File: src/rtl/asq_pkg.sv
// constants and types for the converter sequencer timing and configuration
package asq_pkg;
    // register byte addresses
    localparam logic [7:0] IRQ_CONFIG_ADDR   = 8'h12;
    localparam logic [7:0] SLEEP_CONFIG_ADDR = 8'h13;
    localparam logic [7:0] ACQ_CONFIG_ADDR   = 8'h14;
    localparam logic [7:0] PWR_CONFIG_ADDR   = 8'h15;
    // field positions
    localparam int IRQ_PULSE_BIT   = 0;
    localparam int IRQ_POL_BIT     = 1;
    localparam int IRQ_SRC_LSB     = 2;
    localparam int SLEEP_CODE_LSB  = 0;
    localparam int SLEEP_MUL_BIT   = 4;
    localparam int SLEEP_DIV_BIT   = 5;
    localparam int HALT_CTRL_BIT   = 6;
    localparam int AMP_EN_BIT      = 5;
    localparam int AMP_POL_BIT     = 6;
    // writable bit masks; other bits read as zero
    localparam logic [7:0] IRQ_CONFIG_MASK   = 8'h1f;
    localparam logic [7:0] SLEEP_CONFIG_MASK = 8'h77;
    localparam logic [7:0] ACQ_CONFIG_MASK   = 8'h1f;
    localparam logic [7:0] PWR_CONFIG_MASK   = 8'h7f;
    localparam logic [7:0] CONFIG_RESET      = 8'h00;
    // interrupt source codes
    localparam logic [2:0] SRC_ALARM_ALARM = 3'h0;
    localparam logic [2:0] SRC_BUSY_ALARM  = 3'h1;
    localparam logic [2:0] SRC_DR1_DR1     = 3'h2;
    localparam logic [2:0] SRC_BUSY_DR1    = 3'h3;
    localparam logic [2:0] SRC_DR4_DR4     = 3'h6;
    localparam logic [2:0] SRC_BUSY_DR4    = 3'h7;
    // timing
    localparam int CLK_FREQ_MHZ  = 200;
    localparam int STEP_TIME_US  = 2;
    localparam int ACQ_BASE_US   = 6;
    localparam int CONV_TIME_US  = 4;
    localparam int SLEEP_BASE_US = 2500;
    localparam int STEP_CYCLES      = STEP_TIME_US * CLK_FREQ_MHZ;
    localparam int ACQ_BASE_CYCLES  = ACQ_BASE_US * CLK_FREQ_MHZ;
    localparam int CONV_CYCLES      = CONV_TIME_US * CLK_FREQ_MHZ;
    localparam int SLEEP_BASE_CYCLES = SLEEP_BASE_US * CLK_FREQ_MHZ;
    localparam int MUL_SHIFT = 3;
    localparam int DIV_SHIFT = 2;
    localparam int NUM_CHANNELS = 4;

    typedef enum logic [2:0] {
        ST_IDLE, ST_PWRUP, ST_ACQ, ST_CONV, ST_SLEEP, ST_HALT
    } asq_state_type;
endpackage : asq_pkg

File: src/rtl/asq_sequencer.sv
// measurement sequencer timing, interrupt pin and amplifier power pin
`timescale 1ns/1ps
`default_nettype none
module asq_sequencer
    import asq_pkg::*;
#(
    parameter int SLEEP_BASE = SLEEP_BASE_CYCLES
) (
    input  wire logic       clk,
    input  wire logic       reset_n,
    input  wire logic [7:0] reg_addr,
    input  wire logic [7:0] reg_wdata,
    input  wire logic       reg_we,
    input  wire logic       reg_re,
    output logic      [7:0] reg_rdata,
    input  wire logic       run_en,
    input  wire logic       alarm,
    input  wire logic       status_clear,
    output logic            irq_pin,
    output logic            amp_power_control_pin,
    output logic            busy,
    output logic      [1:0] channel,
    output logic            conv_start
);
    typedef struct packed {
        asq_state_type st;
        logic [31:0]   cnt;
        logic [1:0]    chan;
        logic [4:0]    irq_cfg;
        logic [7:0]    sleep_cfg;
        logic [4:0]    acq_cfg;
        logic [6:0]    pwr_cfg;
        logic          ctrl_flag;
        logic          busy;
        logic          irq_pin;
        logic          amp_pin;
        logic          conv_start;
        logic [7:0]    rdata;
    } asq_regs_type;

    asq_regs_type q, d;

    function automatic logic [31:0] sleep_cycles(input logic [7:0] cfg);
        logic [31:0] c;
        c = 32'(SLEEP_BASE) << cfg[SLEEP_CODE_LSB +: 3];
        if (cfg[SLEEP_MUL_BIT]) c = c << MUL_SHIFT;
        if (cfg[SLEEP_DIV_BIT]) c = c << DIV_SHIFT;
        return c;
    endfunction : sleep_cycles

    logic [31:0] acq_len;
    logic [31:0] pwr_len;
    logic [2:0]  src;
    logic        dr_one;
    logic        dr_all;
    logic        ctrl_evt;
    logic        pin_active;

    assign src     = q.irq_cfg[IRQ_SRC_LSB +: 3];
    assign acq_len = 32'(q.acq_cfg) * 32'(STEP_CYCLES)
                     + 32'(ACQ_BASE_CYCLES);
    assign pwr_len = 32'(q.pwr_cfg[4:0]) * 32'(STEP_CYCLES);

    always_comb begin
        d          = q;
        dr_one     = 1'b0;
        dr_all     = 1'b0;
        ctrl_evt   = 1'b0;
        pin_active = 1'b0;
        d.conv_start = 1'b0;
        // register port
        if (reg_we) begin
            unique case (reg_addr)
                IRQ_CONFIG_ADDR:   d.irq_cfg = reg_wdata[4:0];
                SLEEP_CONFIG_ADDR: d.sleep_cfg = reg_wdata & SLEEP_CONFIG_MASK;
                ACQ_CONFIG_ADDR:   d.acq_cfg = reg_wdata[4:0];
                PWR_CONFIG_ADDR:   d.pwr_cfg = reg_wdata[6:0];
                default: ;
            endcase
        end
        if (reg_re) begin
            unique case (reg_addr)
                IRQ_CONFIG_ADDR:   d.rdata = {3'h0, q.irq_cfg};
                SLEEP_CONFIG_ADDR: d.rdata = q.sleep_cfg;
                ACQ_CONFIG_ADDR:   d.rdata = {3'h0, q.acq_cfg};
                PWR_CONFIG_ADDR:   d.rdata = {1'b0, q.pwr_cfg};
                default:           d.rdata = 8'h00;
            endcase
        end
        // sequencer
        unique case (q.st)
            ST_IDLE: if (run_en) d.st = ST_PWRUP;
            ST_HALT: begin
                if (!run_en) d.st = ST_IDLE;
                else if (!q.ctrl_flag) d.st = ST_PWRUP;
            end
            ST_PWRUP: begin
                if (q.cnt == 32'h0000_0000) begin
                    d.st  = ST_ACQ;
                    d.cnt = acq_len - 32'h0000_0001;
                end else d.cnt = q.cnt - 32'h0000_0001;
            end
            ST_ACQ: begin
                if (q.cnt == 32'h0000_0000) begin
                    d.st         = ST_CONV;
                    d.conv_start = 1'b1;
                    d.cnt        = 32'(CONV_CYCLES) - 32'h0000_0001;
                end else d.cnt = q.cnt - 32'h0000_0001;
            end
            ST_CONV: begin
                if (q.cnt == 32'h0000_0000) begin
                    dr_one = 1'b1;
                    d.chan = q.chan + 2'h1;
                    if (q.chan == 2'(NUM_CHANNELS - 1)) begin
                        dr_all = 1'b1;
                        d.st   = ST_SLEEP;
                        d.cnt  = sleep_cycles(q.sleep_cfg)
                                 - 32'h0000_0001;
                    end else d.st = ST_PWRUP;
                end else d.cnt = q.cnt - 32'h0000_0001;
            end
            ST_SLEEP: begin
                if (q.cnt == 32'h0000_0000)
                    d.st = run_en ? ST_PWRUP : ST_IDLE;
                else d.cnt = q.cnt - 32'h0000_0001;
            end
        endcase
        // control event chosen by the source code
        unique case (src[2:1])
            2'b00:   ctrl_evt = alarm;
            2'b01:   ctrl_evt = dr_one;
            default: ctrl_evt = dr_all;
        endcase
        // set wins over the host's clear
        if (status_clear) d.ctrl_flag = 1'b0;
        if (ctrl_evt) d.ctrl_flag = 1'b1;
        // a fresh channel start: power-up skipped at code zero, or halt
        if (d.st == ST_PWRUP && q.st != ST_PWRUP) begin
            d.cnt = pwr_len - 32'h0000_0001;
            if (pwr_len == 32'h0000_0000) begin
                d.st  = ST_ACQ;
                d.cnt = acq_len - 32'h0000_0001;
            end
            if (q.sleep_cfg[HALT_CTRL_BIT] && d.ctrl_flag)
                d.st = ST_HALT;
        end
        d.busy = d.st inside {ST_PWRUP, ST_ACQ, ST_CONV};
        // pin: busy codes have bit 0 set, others show the event in pulse mode or the control flag in level mode
        if (src[0]) begin
            pin_active = q.irq_cfg[IRQ_PULSE_BIT] ? (d.busy && !q.busy)
                                                  : d.busy;
        end else begin
            pin_active = q.irq_cfg[IRQ_PULSE_BIT] ? ctrl_evt
                                                  : d.ctrl_flag;
        end
        d.irq_pin = q.irq_cfg[IRQ_POL_BIT] ? pin_active : !pin_active;
        // amplifier stays on through power-up, acquire and convert
        d.amp_pin = q.pwr_cfg[AMP_POL_BIT]
                    ? (q.pwr_cfg[AMP_EN_BIT] && d.busy)
                    : !(q.pwr_cfg[AMP_EN_BIT] && d.busy);
    end

    always_ff @(posedge clk or negedge reset_n) begin
        if (!reset_n) begin
            q           <= '0;
            q.st        <= ST_IDLE;
            q.irq_pin   <= 1'b1;
            q.amp_pin   <= 1'b1;
            q.sleep_cfg <= CONFIG_RESET;
        end else begin
            q <= d;
        end
    end

    assign reg_rdata             = q.rdata;
    assign irq_pin               = q.irq_pin;
    assign amp_power_control_pin = q.amp_pin;
    assign busy                  = q.busy;
    assign channel               = q.chan;
    assign conv_start            = q.conv_start;

    busy_pin_a: assert property (@(posedge clk) disable iff (!reset_n)
        (src[0] && !q.irq_cfg[IRQ_PULSE_BIT] && $stable(q.irq_cfg))
        |-> (irq_pin == (q.irq_cfg[IRQ_POL_BIT] ? busy : !busy)))
        else $error("busy level not on interrupt pin");
    dr_all_flag_a: assert property (@(posedge clk) disable iff (!reset_n)
        (q.st == ST_CONV && q.cnt == 0 && q.chan == 2'h3 && src[2])
        |=> q.ctrl_flag)
        else $error("four-conversion event did not set control flag");
    pol_low_a: assert property (@(posedge clk) disable iff (!reset_n)
        (!q.irq_cfg[IRQ_POL_BIT] && !src[0] && !q.ctrl_flag
         && !q.irq_cfg[IRQ_PULSE_BIT] && !status_clear && !alarm
         && !(q.st == ST_CONV)) |=> irq_pin)
        else $error("idle active-low pin not high");
    pulse_width_a: assert property (@(posedge clk) disable iff (!reset_n)
        (q.irq_cfg[IRQ_PULSE_BIT] && src[0] && $stable(q.irq_cfg)
         && irq_pin == q.irq_cfg[IRQ_POL_BIT])
        |=> irq_pin != q.irq_cfg[IRQ_POL_BIT])
        else $error("pulse mode held pin longer than one cycle");
    halt_hold_a: assert property (@(posedge clk) disable iff (!reset_n)
        (q.st == ST_HALT && run_en && q.ctrl_flag) |=> !busy)
        else $error("conversions resumed while halted");
    sleep_len_a: assert property (@(posedge clk) disable iff (!reset_n)
        (q.st == ST_CONV && q.cnt == 0 && q.chan == 2'h3
         && q.sleep_cfg[6:4] == 3'b010 && q.sleep_cfg[2:0] == 3'h0)
        |=> q.cnt == 32'(SLEEP_BASE) * 4 - 1)
        else $error("divided sleep length wrong");
    sleep_mul_a: assert property (@(posedge clk) disable iff (!reset_n)
        (q.st == ST_CONV && q.cnt == 0 && q.chan == 2'h3
         && q.sleep_cfg[6:4] == 3'b001 && q.sleep_cfg[2:0] == 3'h1)
        |=> q.cnt == 32'(SLEEP_BASE) * 16 - 1)
        else $error("multiplied sleep length wrong");
    acq_min_a: assert property (@(posedge clk) disable iff (!reset_n)
        (q.st != ST_ACQ && d.st == ST_ACQ && q.acq_cfg == 5'h0)
        |=> (q.st == ST_ACQ)[*8] ##0 q.cnt == 32'(ACQ_BASE_CYCLES) - 8)
        else $error("shortest acquisition not 6 us");
    amp_off_a: assert property (@(posedge clk) disable iff (!reset_n)
        (!q.pwr_cfg[AMP_EN_BIT] && $stable(q.pwr_cfg))
        |-> amp_power_control_pin == !q.pwr_cfg[AMP_POL_BIT])
        else $error("disabled amplifier pin not inactive");
    no_pwrup_a: assert property (@(posedge clk) disable iff (!reset_n)
        (q.st != ST_PWRUP && q.pwr_cfg[4:0] == 5'h0) |=> q.st != ST_PWRUP)
        else $error("power-up entered with zero code");
    alarm_evt_a: assert property (@(posedge clk) disable iff (!reset_n)
        (src[2:1] == 2'b00 && alarm) |=> q.ctrl_flag)
        else $error("alarm did not raise control event");
endmodule : asq_sequencer
`default_nettype wire

File: config.mk
export PLATFORM = sky130hd
export DESIGN_NAME = asq_sequencer
export DESIGN_NICKNAME = d
export VERILOG_FILES = /design/src/rtl/asq_pkg.sv /design/src/rtl/asq_sequencer.sv
export SDC_FILE = /design/constraint.sdc
export NUM_CORES = 1
export LEC_CHECK = 0
export ABC_AREA = 1
export BUFFER_PORTS_ARGS = -buffer_cell sky130_fd_sc_hd__buf_4
export CAP_MARGIN = 20
export CORE_UTILIZATION = 50
export DETAILED_ROUTE_END_ITERATION = 16
export PLACE_DENSITY = 0.7
export SETUP_SLACK_MARGIN = 0.05
export SLEW_MARGIN = 20
export SYNTH_ARGS = -nofsm -noshare
export SYNTH_HDL_FRONTEND = slang
export SYNTH_SLANG_ARGS = --single-unit
export TNS_END_PERCENT = 30
File: constraint.sdc
create_clock -name clk -period 3.3 [get_ports clk]
set_clock_uncertainty 0.05 [all_clocks]
set_input_delay 0.165 -clock clk [delete_from_list [all_inputs] [get_ports clk]]
set_output_delay 0.165 -clock clk [all_outputs]
set_load 0.005 [all_outputs]
==> flow_metrics.py, run 1 <==
metrics = {
    "routing": {
        "routed_wl_mm": 18.25,
        "first_pass_iters": 5,
        "num_vias": 6566,
        "drc": 0,
        "ant_nets": 0,
        "wl_per_cell_um": 14.85,
        "drt_iter0_markers": 467,
        "vias_per_cell": 5.343,
    },
    "die": {
        "die_x_um": 117.5,
        "row_count": 41,
        "die_y_um": 117.5,
        "core_um2": 12820,
        "initial_utilization_pct": 52.02,
        "fp.dieArea_um2": 13810,
        "pin_count": 37,
    },
    "setup_path": {
        "setup.worst_path.start_class": "flop",
        "slowest_delay_ns": 0.56,
        "slowest_stage": "fa_1",
        "critPathMaxFanout": 7,
        "critPathRequiredTime_ns": 3.52,
        "critPathCaptureType": "flop",
        "critPathKind": "reg2reg",
        "crit_arrival_ns": 3.34,
        "cp_cell_sequence": "inv_1, ha_4, ha_1, ha_1, inv_1, fa_1, nand4_1, nor2_2, nand2_1, nor2_2, nand3_2, buf_4, o21ai_0, nand2_1, o211ai_1",
    },
    "logic_synthesis": {
        "syn_area_per_cell_um2": 6.599,
        "netlist_instances": 1011,
        "synth.distinct_cells": 50,
        "synth_seq_area_share_pct": 27.04,
        "synthArstFlopShare_pct": 100.0,
        "synth.cell_area_um2": 6671,
        "yosysWarnings": 0,
        "synth_area_leaders": "dfrtp_1 26%, nand2_1 16%, ha_1 8.4%, o21ai_0 7.1%, nor2_1 7.0%",
        "ys.flop_type": "dfrtp_1",
        "yosys.area.top_type": "dfrtp_1",
        "syn_nets": 1081,
        "synth_seq_cells": 72,
        "synth_top_area_share_pct": 26.26,
        "synth_enable_flop_cells": 0,
    },
    "timing": {
        "fin_worst_hold_slack_ns": 0.01682,
        "finalSetupViolCount": 0,
        "fmaxAchievable_mhz": 320.4,
        "report.final.slew_viol_count": 0,
        "rsz0062_at_grt": "yes",
        "fin_crit_sh_pct": 94.57,
        "worst_pin_slew_ns": 0.9824,
        "relSlewSlack_pct": 34.50,
        "final_hold_viol_count": 0,
        "min_period_ns": 3.121,
        "setup_tns_ns": 0,
    },
    "clocking": {
        "cts_tree": "built",
        "clock_latency_ns": 0.35,
        "cts_max_level": 3,
        "cts-root-buf": "clkbuf_16",
        "clk_pin_slew_ns": 0.06,
        "cts_sinks": 72,
        "cts_made_buffers": 9,
        "clk_path_buf_depth": 2,
    },
    "power_and_ir_drop": {
        "total_power_mw": 4.201,
        "leakagePower_nw": 3.800,
        "peakVddDrop_mv": 0.3252,
        "power_density_nw_per_um2": 557.4,
    },
    "final_layout": {
        "final_layout_size_suffix_gt1_share_pct": 10.88,
        "final_common_cell": "nand2_1",
        "area_growth_syn_to_layout_pct": 12.98,
        "num_antenna_cells": 0,
        "fin_nets": 1122,
        "final_area_um2": 7537,
        "mostFrequentLayoutCells": "278 x nand2_1, 122 x nor2_1, 113 x inv_1",
        "fill_cells": 1288,
    },
    "outcome": {
        "outcome": "finished clean",
    },
    "placement": {
        "dp_hpwl_mm": 14.19,
        "placed_area_um2": 7109,
        "gp_congestion": 0.9564,
        "io_buffers": 34,
    },
    "global_route": {
        "grt_usage_pct": 27.13,
        "antenna_found_initial": 0,
        "grt_pass1_vias": 5991,
        "grt_max_degree": 73,
        "grt_pass1_wl_mm": 29.99,
        "grt-ovfl-total": 0,
    },
    "job": {
        "cap_violations": 0,
    },
    "min_path": {
        "hold_class": "in2reg",
    },
}
[logic make-up after synthesis]
family	count (synthesis)	synth area share (%)
simple gates	533	34.21
compound gates	161	13.77
buf+inv	146	9.133
flops	72	27.04
xor+xnor	49	6.433
fa+ha+maj	47	9.040
mux	2	0.3188
other cells	1	0.05621
[sequential cells by signal, summed over array words and instances (netlist names)]
name / cells
conv_start: 1
q: 59
amp_power_control_pin: 1
irq_pin: 1
channel: 2
reg_rdata: 7
busy: 1
[area by class of cell]
class                   instances  area [um^2]  share of cell area (%)
clock inverters                 7        120.1                   1.594
clock buffers                   9        225.2                   2.988
multi-input cells             793         4283                   56.82
flip-flops and latches         72         1804                   23.94
repair buffers                 55        430.4                   5.710
inverters                     121        459.2                   6.092
well taps                     172        215.2                   2.855
[power by group]
| part | internal, mW | switching [mW] |
|---|---|---|
| Clock | 0.740 | 0.405 |
| Combinational | 0.696 | 1.11 |
| Sequential | 1.05 | 0.199 |
| Total | 2.48 | 1.72 |
[final timing paths]
| kind | startpoint | end | slack, ns | cells past startpoint |
|---|---|---|---|---|
| max | q[13]$_DFFE_PN0P_ | q[44]$_DFFE_PN0P_ | 0.18 | 15 |
| min | reg_wdata[3] | q[36]$_DFFE_PN0P_ | 0.02 | 3 |
| max reg2reg | q[13]$_DFFE_PN0P_ | q[44]$_DFFE_PN0P_ | 0.18 | 15 |
| min reg2reg | reg_rdata[2]$_DFFE_PN0P_ | reg_rdata[2]$_DFFE_PN0P_ | 0.44 | 2 |
| max in group asynchronous | reset_n | q[34]$_DFFE_PN0P_ | 2.09 | 2 |
| min in group asynchronous | reset_n | q[40]$_DFFE_PN0P_ | 0.47 | 2 |
[Yosys cell counts, types with 3 or more instances]
master and number:
nand2_1 278, nor2_1 125, inv_1 115, o21ai_0 95, nand3_1 71, dfrtp_1 70
ha_1 45, xor2_1 33, a21oi_1 19, o22ai_1 16, xnor2_1 16, buf_4 14
o211ai_1 12, nand4_1 11, nor3_1 10, or2_2 10, nor2_2 9, clkbuf_1 8
a22oi_1 4, buf_2 3, nand3b_1 3, nor4_1 3
[worst max-delay path, delay by kind of cell, from the launching register on]
family	cells	cell delay, ns
adder cells (fa/ha/maj)	4	1.22
AO/OA/AOI/OAI	2	0.25
flip-flops	1	0.40
AND/OR/NAND/NOR	6	0.77
buffers and inverters	3	0.36
[routing by layer]
| metal | global-route usage (%) | wire length [um] | vias up |
|---|---|---|---|
| li1 | - | - | 3360 |
| met1 | 37.80 | 8696 | 2962 |
| met2 | 42.79 | 8172 | 209 |
| met3 | 3.488 | 857 | 35 |
| met4 | 10.42 | 519 | 0 |
| met5 | 0 | 0 | - |
[metrics by stage]
| stage | instances | setup slack, ns | util, % |
|---|---|---|---|
| 2_1_floorplan | 1011 | 0.2578 | - |
| 6_report | 1229 | 0.1792 | 58.77 |
| 5_1_grt | 1229 | -0.0001743 | 58.77 |
| 4_1_cts | 1224 | 0.1135 | 58.28 |
| 3_3_place_gp | 1206 | 0.1771 | 55.43 |
| 3_5_place_dp | 1206 | 0.1275 | 55.43 |
[timing repair]
action,in CTS,in global routing
buffers inserted,0,5
hold buffers,2,0
hold endpoints to repair,71,0
setup endpoints to repair,0,13
gates resized for setup,0,9
Power figures use the tool's default switching activity.
==> inputs of run 2 (changes only) <==
--- a/config.mk
+++ b/config.mk
@@ -8,6 +8,7 @@
 export ABC_AREA = 1
 export BUFFER_PORTS_ARGS = -buffer_cell sky130_fd_sc_hd__buf_4
 export CAP_MARGIN = 20
+export CORE_MARGIN = 2
 export CORE_UTILIZATION = 50
 export DETAILED_ROUTE_END_ITERATION = 16
 export PLACE_DENSITY = 0.7
==> flow_metrics.py, run 2 (synthesis gave the netlist of run 1 again) <==
metrics = {
    "outcome": {
        "outcome": "finished clean",
    },
    "clocking": {
        "cts-root-buf": "clkbuf_16",
        "cts_max_level": 3,
        "clk_pin_slew_ns": 0.06,
        "cts_made_buffers": 9,
        "clock_latency_ns": 0.35,
        "clk_path_buf_depth": 2,
        "cts_tree": "built",
        "cts_sinks": 72,
    },
    "timing": {
        "rsz0062_at_grt": "yes",
        "fmaxAchievable_mhz": 325.6,
        "finalSetupViolCount": 0,
        "relSlewSlack_pct": 46.92,
        "min_period_ns": 3.071,
        "report.final.slew_viol_count": 0,
        "setup_tns_ns": 0,
        "worst_pin_slew_ns": 0.7932,
        "fin_crit_sh_pct": 93.07,
        "setup_ws_ns": 0.2285,
        "final_hold_viol_count": 0,
    },
    "setup_path": {
        "reg2reg_depth": 16,
        "setup.worst_path.start_class": "flop",
        "crit_arrival_ns": 3.25,
        "slowest_stage": "fa_1",
        "critPathRequiredTime_ns": 3.48,
        "critPathKind": "reg2reg",
        "critPathCaptureType": "flop",
        "cp_cell_sequence": "inv_1, ha_1, ha_1, ha_1, inv_1, fa_1, nand4_1, nor2_2, nand2_1, nor2_4, nand3_2, buf_4, nand2_1, o21ai_1, nand2_1, o211ai_1",
        "slowest_delay_ns": 0.55,
        "critPathMaxFanout": 7,
    },
    "routing": {
        "drt_iter0_markers": 559,
        "wl_per_cell_um": 14.65,
        "drc": 0,
        "vias_per_cell": 5.319,
        "routed_wl_mm": 18.12,
        "num_vias": 6579,
        "first_pass_iters": 5,
        "ant_nets": 0,
    },
    "placement": {
        "dp_hpwl_mm": 14.24,
        "placed_area_um2": 7109,
        "io_buffers": 34,
        "dpl.cell_count": 1211,
        "gp_congestion": 0.9157,
        "post-place-ws_ns": 0.09810,
    },
    "global_route": {
        "grt_max_degree": 73,
        "grt_pass1_vias": 6200,
        "grt_pass1_wl_mm": 30.18,
        "grt_usage_pct": 26.54,
        "antenna_found_initial": 0,
        "grt-ovfl-total": 0,
    },
    "die": {
        "die_y_um": 119.5,
        "row_count": 42,
        "core_um2": 13140,
        "fp.dieArea_um2": 14280,
        "die_x_um": 119.5,
        "initial_utilization_pct": 50.78,
        "pin_count": 37,
    },
    "power_and_ir_drop": {
        "leakagePower_nw": 3.784,
        "power_density_nw_per_um2": 534.3,
        "peakVddDrop_mv": 0.2835,
    },
    "final_layout": {
        "largest-register": "q",
        "final_area_um2": 7488,
        "largest_reg_flops": 59,
        "fin_cells": 1237,
        "final_layout_size_suffix_gt1_share_pct": 10.65,
        "mostFrequentLayoutCells": "278 x nand2_1, 123 x nor2_1, 113 x inv_1",
        "final_util_pct": 57.00,
        "area_growth_syn_to_layout_pct": 12.25,
        "fin_nets": 1126,
        "final_common_cell": "nand2_1",
        "num_antenna_cells": 0,
    },
    "min_path": {
        "min_path_cells": 3,
        "hold_class": "in2reg",
    },
    "job": {
        "cap_violations": 0,
    },
}
## run 2: area by class of cell
| cell class | count | area, um^2 |
|---|---|---|
| fillers | 1313 | 5649 |
| multi-input cells | 793 | 4273 |
| flip-flops and latches | 72 | 1804 |
| repair buffers | 59 | 465.4 |
| inverters | 121 | 459.2 |
| clock buffers | 11 | 232.7 |
| well taps | 176 | 220.2 |
| clock inverters | 5 | 33.78 |
## run 2: path summary, 6_finish.rpt
kind | from | end | slack [ns]
worst max-delay path | q[13]$_DFFE_PN0P_ | q[44]$_DFFE_PN0P_ | 0.23
worst min-delay path | reg_re | reg_rdata[6]$_DFFE_PN0P_ | 0.02
worst max register to register | q[13]$_DFFE_PN0P_ | q[44]$_DFFE_PN0P_ | 0.23
worst min register to register | reg_rdata[5]$_DFFE_PN0P_ | reg_rdata[5]$_DFFE_PN0P_ | 0.44
max in group asynchronous | reset_n | irq_pin$_DFF_PN1_ | 2.24
min in group asynchronous | reset_n | q[42]$_DFFE_PN0P_ | 0.29
## run 2: layer usage
metal  part of all wire (%)  routed length, um  track usage [%]
met1                     47               8498            36.24
met2                     45               8106            42.04
met3                    4.7                860            3.470
met4                    3.6                656            11.99
met5                      0                  0                0
## run 2: report_power, final
| part | switching (mW) | internal (mW) | total (mW) |
|---|---|---|---|
| Sequential | 0.196 | 1.05 | 1.25 |
| Clock | 0.398 | 0.508 | 0.906 |
| Combinational | 1.12 | 0.725 | 1.85 |
| Total | 1.72 | 2.28 | 4.00 |
## run 2: critical path, delay by kind of cell (launching register included)
kind	cells	cell delay (ns)
simple gates	7	0.76
buf+inv	3	0.32
flops	1	0.39
compound gates	2	0.14
fa+ha+maj	4	1.30
## run 2: per-stage QoR
| step | hold slack, ns | total power, mW |
|---|---|---|
| floorplan | -0.1806 | 2.570 |
| global placement | 0.3393 | 2.999 |
| detailed placement | 0.3380 | 3.024 |
| CTS | 0.009244 | 3.945 |
| global route | 0.02217 | 4.348 |
| finish | 0.01545 | 4.001 |
## run 2: timing repair
| item | CTS | global route |
|---|---|---|
| buffers inserted | 0 | 5 |
| setup endpoints to repair | 0 | 12 |
| resized for setup | 0 | 8 |
| hold buffers | 4 | 0 |
| hold endpoints to repair | 73 | 0 |
